`config.mk`:
```
export PLATFORM = sky130hd
export DESIGN_NAME = fsr_bank
export DESIGN_NICKNAME = d
export VERILOG_FILES = /design/src/core/fsr_pkg.sv /design/src/core/fsr_protect.sv /design/src/core/fsr_bank.sv
export SDC_FILE = /design/constraint.sdc
export NUM_CORES = 1
export LEC_CHECK = 0
export BUFFER_PORTS_ARGS = -buffer_cell sky130_fd_sc_hd__buf_2
export CORE_ASPECT_RATIO = 0.9
export CORE_MARGIN = 4
export CORE_UTILIZATION = 61
export DETAILED_ROUTE_END_ITERATION = 10
export MAX_ROUTING_LAYER = met4
export PLACE_DENSITY = 0.84
export RECOVER_POWER = 50
export SLEW_MARGIN = 5
export SYNTH_ARGS = -nofsm -noshare
export SYNTH_HDL_FRONTEND = slang
export SYNTH_SLANG_ARGS = --single-unit
```
`constraint.sdc`:
```
create_clock -name REF_CLK_I -period 2.5 [get_ports REF_CLK_I]
set_input_delay 0.5 -clock REF_CLK_I [delete_from_list [all_inputs] [get_ports REF_CLK_I]]
set_output_delay 0.5 -clock REF_CLK_I [all_outputs]
set_load 0.1 [all_outputs]
```
`src/core/fsr_pkg.sv`:
```
// Constants for the flash status register bank: bit layout, opcodes,
// frame bit counts and the internal write timing.
// Assumes a 10 MHz reference clock and SPI mode 0 or 3 framing.
package fsr_pkg;

  // Status bit positions
  localparam int BUSY_BIT = 0;
  localparam int WPL_BIT = 1;
  localparam int PCODE_LSB = 2;
  localparam int PCODE_MSB = 5;
  localparam int QIO_BIT = 6;
  localparam int LOCK_BIT = 7;
  localparam logic [7:0] STATUS_RESET = 8'h00;

  // Instruction opcodes
  localparam logic [7:0] OPC_STATUS_READ = 8'h05;
  localparam logic [7:0] OPC_STATUS_WRITE = 8'h01;
  localparam logic [7:0] OPC_WRITE_PERMIT = 8'h06;
  localparam logic [7:0] OPC_WRITE_FORBID = 8'h04;
  localparam logic [7:0] OPC_FUNC_READ = 8'h48;
  localparam logic [7:0] OPC_EXTRD_READ = 8'h81;
  localparam logic [7:0] OPC_RESET_ENABLE = 8'h66;
  localparam logic [7:0] OPC_RESET = 8'h99;
  localparam logic [7:0] OPC_SUSPEND = 8'h75;
  localparam logic [7:0] OPC_RESUME = 8'h7a;
  localparam logic [7:0] OPC_PROG = 8'h02;
  localparam logic [7:0] OPC_PROG_Q1 = 8'h32;
  localparam logic [7:0] OPC_PROG_Q2 = 8'h38;
  localparam logic [7:0] OPC_SEC_ERASE1 = 8'hd7;
  localparam logic [7:0] OPC_SEC_ERASE2 = 8'h20;
  localparam logic [7:0] OPC_BLK32_ERASE = 8'h52;
  localparam logic [7:0] OPC_BLK64_ERASE = 8'hd8;
  localparam logic [7:0] OPC_CHIP_ERASE1 = 8'hc7;
  localparam logic [7:0] OPC_CHIP_ERASE2 = 8'h60;

  // Frame bit counts
  localparam logic [5:0] BITS_CMD = 6'h08;
  localparam logic [5:0] BITS_WDATA = 6'h10;
  localparam logic [5:0] BITS_ADDR = 6'h20;
  localparam logic [5:0] BITS_MAX = 6'h3f;

  // Address fields
  localparam int SEC_MSB = 20;
  localparam int SEC_LSB = 12;
  localparam int BLK_LSB = 16;

  // Internal write time, least value, rounded up to clock cycles
  localparam int CLK_PERIOD_NS = 100;
  localparam int OP_TIME_US = 200;
  localparam logic [15:0] OP_CYCLES =
    16'((OP_TIME_US * 1000 + CLK_PERIOD_NS - 1) / CLK_PERIOD_NS);

  typedef enum logic [1:0] {
    ST_CMD = 2'b00,
    ST_ADDR = 2'b01,
    ST_DATA = 2'b11,
    ST_SKIP = 2'b10
  } fsr_state_type;

endpackage

```
`src/core/fsr_protect.sv`:
```
// Block-protect decoder: maps the 4-bit protect code and a 64 KB block
// index onto a write-protect verdict.
// Assumes 32 blocks of 64 KB; purely combinational.
`timescale 1ns/1ps
`default_nettype none
module fsr_protect (
  input wire logic [3:0] code_i,
  input wire logic [4:0] block_i,
  output logic prot_o
);
  // Codes 1 to 5 guard the top, a to e the bottom of the array; 6 to 9 guard all, 0 and f nothing
  always_comb begin
    unique case (code_i)
      4'h0: prot_o = 1'b0;
      4'h1: prot_o = (block_i >= 5'h1f);
      4'h2: prot_o = (block_i >= 5'h1e);
      4'h3: prot_o = (block_i >= 5'h1c);
      4'h4: prot_o = (block_i >= 5'h18);
      4'h5: prot_o = (block_i >= 5'h10);
      4'h6, 4'h7, 4'h8, 4'h9: prot_o = 1'b1;
      4'ha: prot_o = (block_i < 5'h10);
      4'hb: prot_o = (block_i < 5'h08);
      4'hc: prot_o = (block_i < 5'h04);
      4'hd: prot_o = (block_i < 5'h02);
      4'he: prot_o = (block_i == 5'h00);
      4'hf: prot_o = 1'b0;
    endcase
  end
endmodule
`default_nettype wire

```
`src/core/fsr_bank.sv`:
```
// Status register bank of a serial flash: SPI instruction intake,
// status readout, write-permit latch, non-volatile protect bits, busy.
// Assumes SPI pins synchronous to REF_CLK_I and SCK at most 2.5 MHz.
`timescale 1ns/1ps
`default_nettype none
// What this block does
// - Repeat the status register, sampled afresh each byte, while a read frame stays selected
// - Bit 0 reads one while busy, zero when ready
// - Write-permit latch changes by permit and forbid instructions, at the end of a write and by software reset
// - Bits 2 to 5 select a protected area; zero protects nothing
// - Bit 6 set enables the quad data function
// - Bit 7 set makes the status register write-protected while the WP pin is low and quad is off
// - Bits 2 to 7 are non-volatile, changed only by status write
// - Non-volatile status bits start at zero
// - Status read returns all eight status bits
// - Busy is read-only, set through every program, erase, register write
// - While busy, drop all but register reads, resets and suspend
// - Suspend is accepted while a program or erase runs
// - Busy clears at the end of every operation
// - Permit latch set by permit instruction, cleared when an accepted write, program or erase ends; a rejected one leaves it set
module fsr_bank
  import fsr_pkg::*;
(
  input wire logic REF_CLK_I,
  input wire logic RST_I,
  input wire logic CLK_EN_I,
  input wire logic SPI_SCK_I,
  input wire logic SPI_CE_N_I,
  input wire logic SPI_SI_I,
  input wire logic SPI_WP_N_I,
  output logic SPI_SO_O,
  output logic SPI_SO_OE_N_O,
  output logic QUAD_ON_O,
  output logic BUSY_O,
  output logic SUSPENDED_O,
  output logic OP_START_O,
  output logic [7:0] OP_CODE_O,
  output logic [8:0] OP_SECTOR_O,
  output logic [4:0] OP_BLOCK_O
);
  fsr_state_type state, next_state;
  logic sck_q, next_sck_q, ce_q, next_ce_q;
  logic [5:0] cnt, next_cnt;
  logic [7:0] sh, next_sh, cmd, next_cmd, wdata, next_wdata;
  logic [7:0] snap, next_snap;
  logic [23:0] addr, next_addr;
  logic [2:0] idx, next_idx;
  logic so, next_so, so_oe_n, next_so_oe_n;
  logic busy, next_busy, wpl, next_wpl, susp, next_susp, nvw, next_nvw;
  logic [5:0] nv, next_nv;
  logic [15:0] timer, next_timer;
  logic op_start, next_op_start;
  logic [7:0] op_code, next_op_code;
  logic [8:0] op_sector, next_op_sector;
  logic [4:0] op_block, next_op_block;
  logic rise, fall, ce_up, prot, wp_eff, exec, allowed;
  logic [7:0] status, in_byte;

  // Edge detection on sampled pins
  assign rise = SPI_SCK_I & ~sck_q & ~SPI_CE_N_I;
  assign fall = ~SPI_SCK_I & sck_q & ~SPI_CE_N_I;
  assign ce_up = SPI_CE_N_I & ~ce_q;
  assign exec = ce_up && (state != ST_SKIP) && (cnt >= BITS_CMD);
  assign in_byte = {sh[6:0], SPI_SI_I};
  assign status = {nv, wpl, busy};
  // Quad mode takes the write-protect pin away as a data line
  assign wp_eff = nv[QIO_BIT-2] | SPI_WP_N_I;

  // Instructions still heard while busy
  always_comb begin
    unique case (in_byte)
      OPC_STATUS_READ, OPC_FUNC_READ, OPC_EXTRD_READ, OPC_RESET_ENABLE,
      OPC_RESET, OPC_SUSPEND: allowed = 1'b1;
      default: allowed = 1'b0;
    endcase
  end

  fsr_protect u_protect (
    .code_i(nv[PCODE_MSB-2:PCODE_LSB-2]),
    .block_i(addr[SEC_MSB:BLK_LSB]),
    .prot_o(prot)
  );

  // Frame intake, readout and status state: next values
  always_comb begin
    next_state = state;
    next_sck_q = SPI_SCK_I;
    next_ce_q = SPI_CE_N_I;
    next_cnt = cnt;
    next_sh = sh;
    next_cmd = cmd;
    next_wdata = wdata;
    next_snap = snap;
    next_addr = addr;
    next_idx = idx;
    next_so = so;
    next_so_oe_n = so_oe_n;
    next_busy = busy;
    next_wpl = wpl;
    next_susp = susp;
    next_nvw = nvw;
    next_nv = nv;
    next_timer = timer;
    next_op_start = 1'b0;
    next_op_code = op_code;
    next_op_sector = op_sector;
    next_op_block = op_block;
    // Internal operation timer; suspended work keeps its remainder
    if (busy) begin
      if (timer == 16'h0000) begin
        next_busy = 1'b0;
        next_wpl = 1'b0;
        next_nvw = 1'b0;
      end else begin
        next_timer = timer - 16'h0001;
      end
    end
    if (SPI_CE_N_I) begin
      next_state = ST_CMD;
      next_cnt = 6'h00;
      next_idx = 3'h0;
      next_so_oe_n = 1'b1;
    end else begin
      if (rise) begin
        next_sh = in_byte;
        if (cnt != BITS_MAX) begin
          next_cnt = cnt + 6'h01;
        end
        if (state == ST_CMD && cnt == BITS_CMD - 6'h01) begin
          next_cmd = in_byte;
          if (busy && !allowed) begin
            next_state = ST_SKIP;
          end else begin
            unique case (in_byte)
              OPC_STATUS_READ: next_state = ST_DATA;
              OPC_PROG, OPC_PROG_Q1, OPC_PROG_Q2, OPC_SEC_ERASE1,
              OPC_SEC_ERASE2, OPC_BLK32_ERASE, OPC_BLK64_ERASE:
                next_state = ST_ADDR;
              OPC_STATUS_WRITE, OPC_WRITE_PERMIT, OPC_WRITE_FORBID,
              OPC_CHIP_ERASE1, OPC_CHIP_ERASE2, OPC_RESET, OPC_SUSPEND,
              OPC_RESUME: next_state = ST_CMD;
              default: next_state = ST_SKIP;
            endcase
          end
        end
        if (state == ST_ADDR) begin
          next_addr = {addr[22:0], SPI_SI_I};
          if (cnt == BITS_ADDR - 6'h01) begin
            next_state = ST_DATA;
          end
        end
        if (cmd == OPC_STATUS_WRITE && cnt == BITS_WDATA - 6'h01) begin
          next_wdata = in_byte;
        end
      end
      // Fresh snapshot per byte so polling sees busy fall
      if (fall && state == ST_DATA && cmd == OPC_STATUS_READ) begin
        next_so_oe_n = 1'b0;
        next_idx = idx + 3'h1;
        if (idx == 3'h0) begin
          next_snap = status;
          next_so = status[7];
        end else begin
          next_so = snap[3'h7 - idx];
        end
      end
    end
    // Frame-end actions
    if (exec) begin
      unique case (cmd)
        OPC_WRITE_PERMIT: next_wpl = 1'b1;
        OPC_WRITE_FORBID: next_wpl = 1'b0;
        OPC_STATUS_WRITE: begin
          // Latch untouched here; cleared when the write ends
          if (cnt >= BITS_WDATA && wpl && (!nv[LOCK_BIT-2] || wp_eff)) begin
            next_nv = wdata[7:2];
            next_busy = 1'b1;
            next_nvw = 1'b1;
            next_timer = OP_CYCLES;
          end
        end
        OPC_PROG, OPC_PROG_Q1, OPC_PROG_Q2, OPC_SEC_ERASE1, OPC_SEC_ERASE2,
        OPC_BLK32_ERASE, OPC_BLK64_ERASE, OPC_CHIP_ERASE1,
        OPC_CHIP_ERASE2: begin
          if (wpl && ((cmd == OPC_CHIP_ERASE1 || cmd == OPC_CHIP_ERASE2)
              ? (nv[3:0] == 4'h0) : (cnt >= BITS_ADDR && !prot))) begin
            next_busy = 1'b1;
            next_timer = OP_CYCLES;
            next_op_start = 1'b1;
            next_op_code = cmd;
            next_op_sector = addr[SEC_MSB:SEC_LSB];
            next_op_block = addr[SEC_MSB:BLK_LSB];
          end
        end
        OPC_SUSPEND: begin
          if (busy && !nvw) begin
            next_busy = 1'b0;
            next_susp = 1'b1;
          end
        end
        OPC_RESUME: begin
          if (susp && !busy) begin
            next_busy = 1'b1;
            next_susp = 1'b0;
          end
        end
        OPC_RESET: begin
          // Software reset abandons work; array content may be lost
          next_busy = 1'b0;
          next_wpl = 1'b0;
          next_susp = 1'b0;
          next_nvw = 1'b0;
          next_timer = 16'h0000;
        end
        default: ;
      endcase
    end
  end

  // State registers, frozen while the clock enable is low
  always_ff @(posedge REF_CLK_I) begin
    if (RST_I) begin
      state <= ST_CMD;
      sck_q <= 1'b0;
      ce_q <= 1'b1;
      cnt <= 6'h00;
      sh <= 8'h00;
      cmd <= 8'h00;
      wdata <= 8'h00;
      snap <= 8'h00;
      addr <= 24'h000000;
      idx <= 3'h0;
      so <= 1'b0;
      so_oe_n <= 1'b1;
      busy <= STATUS_RESET[BUSY_BIT];
      wpl <= STATUS_RESET[WPL_BIT];
      susp <= 1'b0;
      nvw <= 1'b0;
      nv <= STATUS_RESET[7:2];
      timer <= 16'h0000;
      op_start <= 1'b0;
      op_code <= 8'h00;
      op_sector <= 9'h000;
      op_block <= 5'h00;
    end else if (CLK_EN_I) begin
      state <= next_state;
      sck_q <= next_sck_q;
      ce_q <= next_ce_q;
      cnt <= next_cnt;
      sh <= next_sh;
      cmd <= next_cmd;
      wdata <= next_wdata;
      snap <= next_snap;
      addr <= next_addr;
      idx <= next_idx;
      so <= next_so;
      so_oe_n <= next_so_oe_n;
      busy <= next_busy;
      wpl <= next_wpl;
      susp <= next_susp;
      nvw <= next_nvw;
      nv <= next_nv;
      timer <= next_timer;
      op_start <= next_op_start;
      op_code <= next_op_code;
      op_sector <= next_op_sector;
      op_block <= next_op_block;
    end
  end

  // Outputs straight from flip-flops
  assign SPI_SO_O = so;
  assign SPI_SO_OE_N_O = so_oe_n;
  assign QUAD_ON_O = nv[QIO_BIT-2];
  assign BUSY_O = busy;
  assign SUSPENDED_O = susp;
  assign OP_START_O = op_start;
  assign OP_CODE_O = op_code;
  assign OP_SECTOR_O = op_sector;
  assign OP_BLOCK_O = op_block;

  logic status_write_cmd_exec;
  assign status_write_cmd_exec = CLK_EN_I && exec && cmd == OPC_STATUS_WRITE;
endmodule
`default_nettype wire

```
==> metrics.md, run 1 <==
| Metric | Value |
|---|---|
| Die Wd | 107.7 µm |
| Detailed-route DRC error count | 0 |
| Ant diodes | 0 |
| CP required | 2.75 ns |
| Antenna viol nets, final | 0 |
| Slew HR | 21.01% |
| Via Count | 5059 |
| Worst R2R Setup Slack | 0.10 ns |
| CP Class | reg2reg |
| Worst Hold Launch | SPI_SCK_I |
| Final slew viol count | 0 |
| H-Tree Depth | 3 |
| Fin crit period | 2.398 ns |
| Ports | 35 |
| Initial antenna violation count | 0 |
| Nets | 725 |
| Post-Syn Area per Cell | 7.994 µm² |
| Dpl ws | -0.06908 ns |
| DR vias/cell | 6.051 |
| GP Congestion | 0.9687 |
| Maximum clock frequency | 417.1 MHz |
| Remaining global-route overflow | 0 |
| Final worst setup slack | 0.1022 ns |
| Kind of end point of the critical path | register |
| Post-synthesis mux area share | 6.347% |
| Mapped cell area | 5460 µm² |
| Reg2reg path depth | 9 |
| Peak VDD IR | 0.5270 mV |
| Sequential fraction of the synthesis area | 39.96% |
| Design area | 6000 µm² |
| Number of distinct library cells after synthesis | 72 |
| Cell depth of the worst hold path | 3 |
| Die Ht | 97.76 µm |
| Setup Viol. Count Final | 0 |
| Worst path slowest cell | or4_4 |
| Crit Reg-Reg Endpoint | timer[8] |
| Critical R2R Launch | timer[1] |
| Largest delay contributor family on the critical path | simple AND/OR/NAND/NOR gates |
| Clock-pin slew on the worst setup and hold paths | 0.10 ns |
| Ys flop type | dfxtp_1 |
| Post-synth EDFFs | 0 |
| Most frequent cells in the layout | 118 x nand2_1, 107 x dfxtp_1, 76 x nor2_1 |
| RSZ-0062 raised after global routing | true |
| Postcts setup bufs | 0 |
| Cell Chain, Critical Path | inv_1 > ha_1 > or4b_4 > or4_4 > nor2_4 > nor3_1 > a211o_1 > a211oi_1 > a211oi_1 |
| Port bufs | 34 |
| 1st-iter DRT viols | 525 |
| All-layer global routing usage | 27.31% |
| Minimum hold slack | 0.3934 ns |
| Layout cells sized above 1 | 11.44% |
| Site row count | 32 |
| Most common cell after layout, fill and taps aside | nand2_1 |
| CP max stage delay | 0.52 ns |
| Syn nets | 696 |
| Core ar. | 8648 µm² |
| Largest family of logic cells by synthesized area | simple AND/OR/NAND/NOR gates |
| Clk sink count | 109 |
| Buf/Inv on CP | 1 |
| CTS tree | done |
| Starting density of the core | 63.14% |
| Cts hold-fix bufs | 0 |
| #FFs+latches synth | 109 |
| CTS buffer count | 9 |
| Power per cell area | 503.9 nW/µm² |
| Worst Tran Pin Value | 1.190 ns |
| Leakage | 2.228 nW |
| Cell Count, Final, Fillers Out | 836 |
| DIE AREA | 10530 µm² |
| Clock Latency Late Sink | 0.38 ns |
| Hold Path Class | in2reg |
| Maximum fanout along the worst path | 3 |
| Status | complete, no violations |
| Synth Area in Compound Gates | 15.95% |
| Initial DRT Pass Iterations | 6 |
| Clock Root Buffer | clkbuf_8 |
| Worst Hold End | sck_q |
| Max-Cap Viols | 0 |
| Crit path DAT | 2.65 ns |
| WP depth | 9 |
| Area growth from synthesis to layout | 9.876% |
| Syn Inst Count | 683 |
| Post-Synth Adder-Cell Area | 1.375% |
| Vias in the first global route | 4808 |
| WL/cell | 16.05 µm |
| Worst clock skew | 0.01332 ns |
| Placed Area | 5814 µm² |
| Period utilisation layout | 95.91% |
| CP Launch Type | register |
| Crit path top cell by count | a211oi_1 |
| Clk buf depth | 2 |
| Placed instance count | 820 |
| First-pass GRT wire length | 22830 µm |
| Asr flop ratio synth | 0% |
| DP Wirelength | 9727 µm |
| Yosys warns | 0 |
| Final WL | 13420 µm |
| Largest net degree at the start of global routing | 49 |
| Post-synthesis simple-gate area fraction | 28.48% |
| Setup TNS | 0 ns |
| Fillers | 747 |
| XOR/XNOR Fraction of Synth Area | 2.566% |
| Hold Fails Final Rpt | 0 |
-- tightest hold or removal path: stages --
cell,delay [ns]
buf_2,0.10
mux2i_1,0.06
nor2_1,0.07
-- worst max-delay path by stage --
stage / from / endpoint / slack, ns
floorplan: SPI_CE_N_I / OP_SECTOR_O[7] / 0.12
global placement: timer[0] / timer[6] / 0.1
detailed placement: timer[0] / timer[10] / -0.07
CTS: timer[0] / timer[6] / 0.02
global route: timer[0] / timer[6] / -0.005
finish: timer[1] / timer[8] / 0.10
-- kinds of logic after synthesis --
logic type                 after synthesis
AOI/OAI and AO/OA                      136
xor gates and xnor gates                16
buffers and inverters                   65
and+or+nand+nor                        319
adders and majority gates                6
muxes                                   32
DFF                                    109
-- where the power goes --
group | internal, W | switching [W] | total (W)
Sequential | 0.00174 | 0.00000835 | 0.00175
Combinational | 0.0000392 | 0.0000846 | 0.000124
Clock | 0.000552 | 0.000598 | 0.00115
Total | 0.00233 | 0.000691 | 0.00302
-- synthesized netlist by cell type (3+ instances only) --
library cell    n  area, µm²
nand4bb_1       3      33.78
ha_1            6      75.07
clkbuf_1       36      135.1
mux2i_1        29      290.3
buf_2           4      20.02
buf_4           5      37.54
and2_1          3      18.77
nand4b_1        5      43.79
nand2_1       118      442.9
nand2b_1        6      37.54
nor4_1          8      50.05
nand3_1        35      175.2
inv_1          16      60.06
nand3b_1        5      37.54
o2111ai_1       3      26.28
o31ai_1         3      22.52
xnor2_1         6      52.55
nor3_1         14      70.07
xor2_1         10      87.58
a211oi_1        8      60.06
nor2b_1         6      37.54
o21a_1          3      22.52
dfxtp_1       109       2182
o21ai_0        11      55.05
o32ai_1         5      43.79
nor2_1         76      285.3
nand4_1         5      31.28
and3_1          4      25.02
or3_1           4      25.02
or2_2           5      31.28
buf_6           3      33.78
a21oi_1        71      355.3
a21o_1          3      22.52
-- layer usage --
metal	part of all wire, %	up-vias	track usage [%]
li1	-	2443	-
met1	42	2381	34.83
met2	48	200	43.16
met3	7.0	35	5.420
met4	2.5	0	9.709
met5	0	-	-
-- metrics by stage --
stage          utilization [%]  power, W
2_1_floorplan                -  0.001872
4_1_cts                  69.86  0.003033
3_5_place_dp             67.23  0.001911
5_1_grt                  69.37  0.003128
6_report                 69.37  0.003023
3_3_place_gp             67.23  0.001906
-- state kept, by name, indices dropped and copies added, names as in the netlist, 2 cells and up --
| register | flops |
|---|---|
| sh | 7 |
| OP_CODE_O | 8 |
| timer | 16 |
| wdata | 6 |
| OP_SECTOR_O | 9 |
| state | 2 |
| cnt | 6 |
| nv | 6 |
| idx | 3 |
| snap | 8 |
| cmd | 8 |
| addr | 21 |
-- final cells by class --
| type | instances | area, µm² | share of cell area [%] |
|---|---|---|---|
| clock buffers | 12 | 165.2 | 2.753 |
| repair buffers | 67 | 376.6 | 6.277 |
| clock inverters | 4 | 52.55 | 0.8759 |
| inverters | 16 | 60.06 | 1.001 |
| flip-flops and latches | 109 | 2185 | 36.41 |
| multi-input cells | 509 | 3012 | 50.20 |
| well taps | 119 | 148.9 | 2.482 |
-- what timing repair did --
item                                    4_1_cts  5_1_grt
endpoints found under the setup margin        4        6
endpoints found under the hold margin         0        0
pin swaps                                     0        1
gates resized for setup                       2        6
(Power assumes the default switching activity.)
==> run 2: changes to the inputs <==
--- a/config.mk
+++ b/config.mk
@@ -5,6 +5,7 @@
 export SDC_FILE = /design/constraint.sdc
 export NUM_CORES = 1
 export LEC_CHECK = 0
+export ABC_AREA = 1
 export BUFFER_PORTS_ARGS = -buffer_cell sky130_fd_sc_hd__buf_2
 export CORE_ASPECT_RATIO = 0.9
 export CORE_MARGIN = 4
==> run 2 against run 1 <==
Against the previous run: setup slack better by 0.093 ns; area after synthesis grew 1.7%; largest power group unchanged; routed wire length up 5.2%; flip-flop and latch count is the same.
==> metrics.md, run 2 <==
| Metric | Value |
|---|---|
| Fin crit period | 2.305 ns (-0.09269 ns) |
| Nets | 874 (+21%) |
| Worst Tran Pin Value | 1.188 ns (-0.002401 ns) |
| Vias in the first global route | 5165 (+7.4%) |
| Post-Syn Area per Cell | 6.665 µm² (-17%) |
| Die Ht | 98.51 µm (+0.77%) |
| Via Count | 5645 (+12%) |
| Clock Root Buffer | clkbuf_8 |
| Detailed-route DRC error count | 0 (unchanged) |
| Initial DRT Pass Iterations | 7 (+1) |
| Max-Cap Viols | 0 (unchanged) |
| Most frequent cells in the layout | 165 x nand2_1, 125 x nor2_1, 109 x dfxtp_1 |
| Sequential fraction of the synthesis area | 39.31% (-0.66 points) |
| Post-synth EDFFs | 0 (unchanged) |
| CTS tree | done |
| Final slew viol count | 0 (unchanged) |
| Hold Fails Final Rpt | 0 (unchanged) |
| CP Class | in2reg |
| Asr flop ratio synth | 0% (unchanged) |
| CTS buffer count | 9 (unchanged) |
| Ys flop type | dfxtp_1 |
| Clock-pin slew on the worst setup and hold paths | 0.10 ns (about the same) |
| Yosys warns | 0 (unchanged) |
| Layout cells sized above 1 | 6.582% (-4.9 points) |
| Fillers | 768 (+2.8%) |
| RSZ-0062 raised after global routing | false |
| Status | complete, no violations |
| Largest net degree at the start of global routing | 41 (-16%) |
| H-Tree Depth | 3 (unchanged) |
| Multi-input logic area | 2848 µm² (-5.4%) |
| CP required | 2.77 ns (+0.02 ns) |
| Power per cell area | 501.4 nW/µm² (-0.49%) |
| Starting density of the core | 63.60% (+0.47 points) |
| Site row count | 32 (unchanged) |
| Area growth from synthesis to layout | 7.528% |
| Layout Utilization | 68.39% (-0.98 points) |
| #FFs+latches synth | 109 (unchanged) |
| Mapped cell area | 5552 µm² (+1.7%) |
| WL/cell | 14.33 µm (-11%) |
| Max reg flops | 21 (unchanged) |
| Cell Count, Final, Fillers Out | 985 (+18%) |
| GP Congestion | 0.9676 (-0.11%) |
| Peak VDD IR | 0.3241 mV (-38%) |
| Placed Area | 5832 µm² (+0.30%) |
| Leading cell type by number of instances after synthesis | nand2_1 |
| Largest reg by FF count | addr |
| DR vias/cell | 5.731 (-5.3%) |
| Final WL | 14120 µm (+5.2%) |
| Number of distinct library cells after synthesis | 37 (-49%) |
| Most frequent cells after synthesis | 165 x nand2_1, 124 x nor2_1, 109 x dfxtp_1 |
| Design area | 5969 µm² (-0.50%) |
| Most common cell after layout, fill and taps aside | nand2_1 |
| Postcts setup bufs | 0 (unchanged) |
| First-pass GRT wire length | 23860 µm (+4.5%) |
| Remaining global-route overflow | 0 (unchanged) |
| DIE AREA | 10690 µm² (+1.5%) |
| DP Wirelength | 10230 µm (+5.2%) |
| Slew HR | 21.17% (+0.16 points) |
| Kind of end point of the critical path | register |
| Largest cells by area after synthesis | dfxtp_1 39%, nand2_1 11%, a21oi_1 8.8% |
| All-layer global routing usage | 27.87% (+0.56 points) |
| Setup Viol. Count Final | 0 (unchanged) |
| Sequential Area | 2182 µm² (-0.11%) |
| Syn Inst Count | 833 (+22%) |
| Port bufs | 34 (unchanged) |
| Placed instance count | 969 (+18%) |
| Antenna viol nets, final | 0 (unchanged) |
| Worst clock skew | 0.009777 ns (-0.003542 ns) |
| Maximum clock frequency | 433.8 MHz (+4.0%) |
| Die Wd | 108.6 µm (+0.77%) |
| Clk buf depth | 2 (unchanged) |
| Leakage | 2.415 nW (+8.4%) |
| Clock Latency Late Sink | 0.39 ns (about the same) |
| Post-synth top area cell | dfxtp_1 |
| Setup TNS | 0 ns (unchanged) |
| Crit path DAT | 2.58 ns (-0.07 ns) |
| Minimum hold slack | 0.4350 ns (+0.04161 ns) |
| Cts hold-fix bufs | 0 (unchanged) |
| Ant diodes | 0 (unchanged) |
| 1st-iter DRT viols | 427 (-19%) |
| Core ar. | 8728 µm² (+0.93%) |
| Share of the synthesized area in the top cell type | 39.31% (-0.66 points) |
| CTS resizes | 0 (-2) |
| Initial antenna violation count | 0 (unchanged) |
| Syn nets | 846 (+22%) |
| Period utilisation layout | 92.20% (-3.7 points) |
| Hold Path Class | in2reg |
| Ports | 35 (unchanged) |
| Clk sink count | 109 (unchanged) |
| Maximum fanout along the worst path | 30 (+27) |
| CP Launch Type | primary input |
-- run 2: cell types whose count changed in the layout (fill, tap and decap cells not counted), sizes merged, moves of 7 or more --
| cell | before | now |
|---|---|---|
| inv | 18 | 101 |
| o21ai | 12 | 68 |
| nor2 | 78 | 133 |
| nand2 | 118 | 168 |
| mux2i | 29 | 0 |
| a21oi | 71 | 98 |
| buf | 33 | 18 |
| nand3 | 35 | 50 |
| nand4 | 5 | 15 |
| clkbuf | 46 | 39 |
-- run 2: cell families after synthesis --
logic type	Yosys count	synth area share, %
simple gates	390	30.29
compound gates	186	17.96
fa+ha+maj	6	1.352
flops	109	39.31
xor+xnor	11	1.735
buf+inv	131	9.353
-- run 2: final timing paths --
kind	from	endpoint	slack, ns	cells after the start
worst min-delay path	RST_I	SPI_SO_O	0.43	2
worst min register to register	SPI_SO_OE_N_O	SPI_SO_OE_N_O	0.45	2
worst max-delay path	CLK_EN_I	addr[19]	0.19	8
worst max register to register	cnt[1]	cmd[1]	0.31	8
-- run 2: per-stage QoR --
| stage | total power [W] | setup WS (ns) |
|---|---|---|
| 6_report | 0.002993 | 0.1949 |
| 5_1_grt | 0.003104 | 0.05524 |
| 4_1_cts | 0.002998 | 0.3446 |
| 3_3_place_gp | 0.001996 | 0.4131 |
| 3_5_place_dp | 0.002005 | 0.3766 |
| 2_1_floorplan | 0.001944 | 0.3119 |
-- run 2: worst max-delay path, cell delays in order --
cell      delay (ns)
clkbuf_1        0.52
nand2_1         0.27
nor2_4          0.15
clkbuf_1        0.51
nand2_1         0.10
buf_4           0.25
o21ai_0         0.20
a21oi_1         0.07
-- run 2: power breakdown --
group,switching (W),internal [W],leakage [nW]
Clock,0.000646,0.000375,0.0864
Combinational,0.000144,0.0000559,1.45
Sequential,0.0000218,0.00175,0.880
Total,0.000812,0.00218,2.42
-- run 2: final cells by class --
cell class | count | area share (%)
inverters | 100 | 6.288
repair buffers | 48 | 3.899
clock inverters | 7 | 0.9851
clock buffers | 9 | 2.075
well taps | 119 | 2.494
multi-input cells | 593 | 47.70
flip-flops and latches | 109 | 36.55
-- run 2: routing by layer --
| metal | vias up | part of all wire, % | global-route usage (%) | wire length (µm) |
|---|---|---|---|---|
| met1 | 2580 | 43 | 35.95 | 6087 |
| met5 | - | 0 | - | 0 |
| li1 | 2772 | - | - | - |
| met2 | 254 | 47 | 43.75 | 6674 |
| met3 | 39 | 7.7 | 6.418 | 1084 |
| met4 | 0 | 1.9 | 8.058 | 270 |
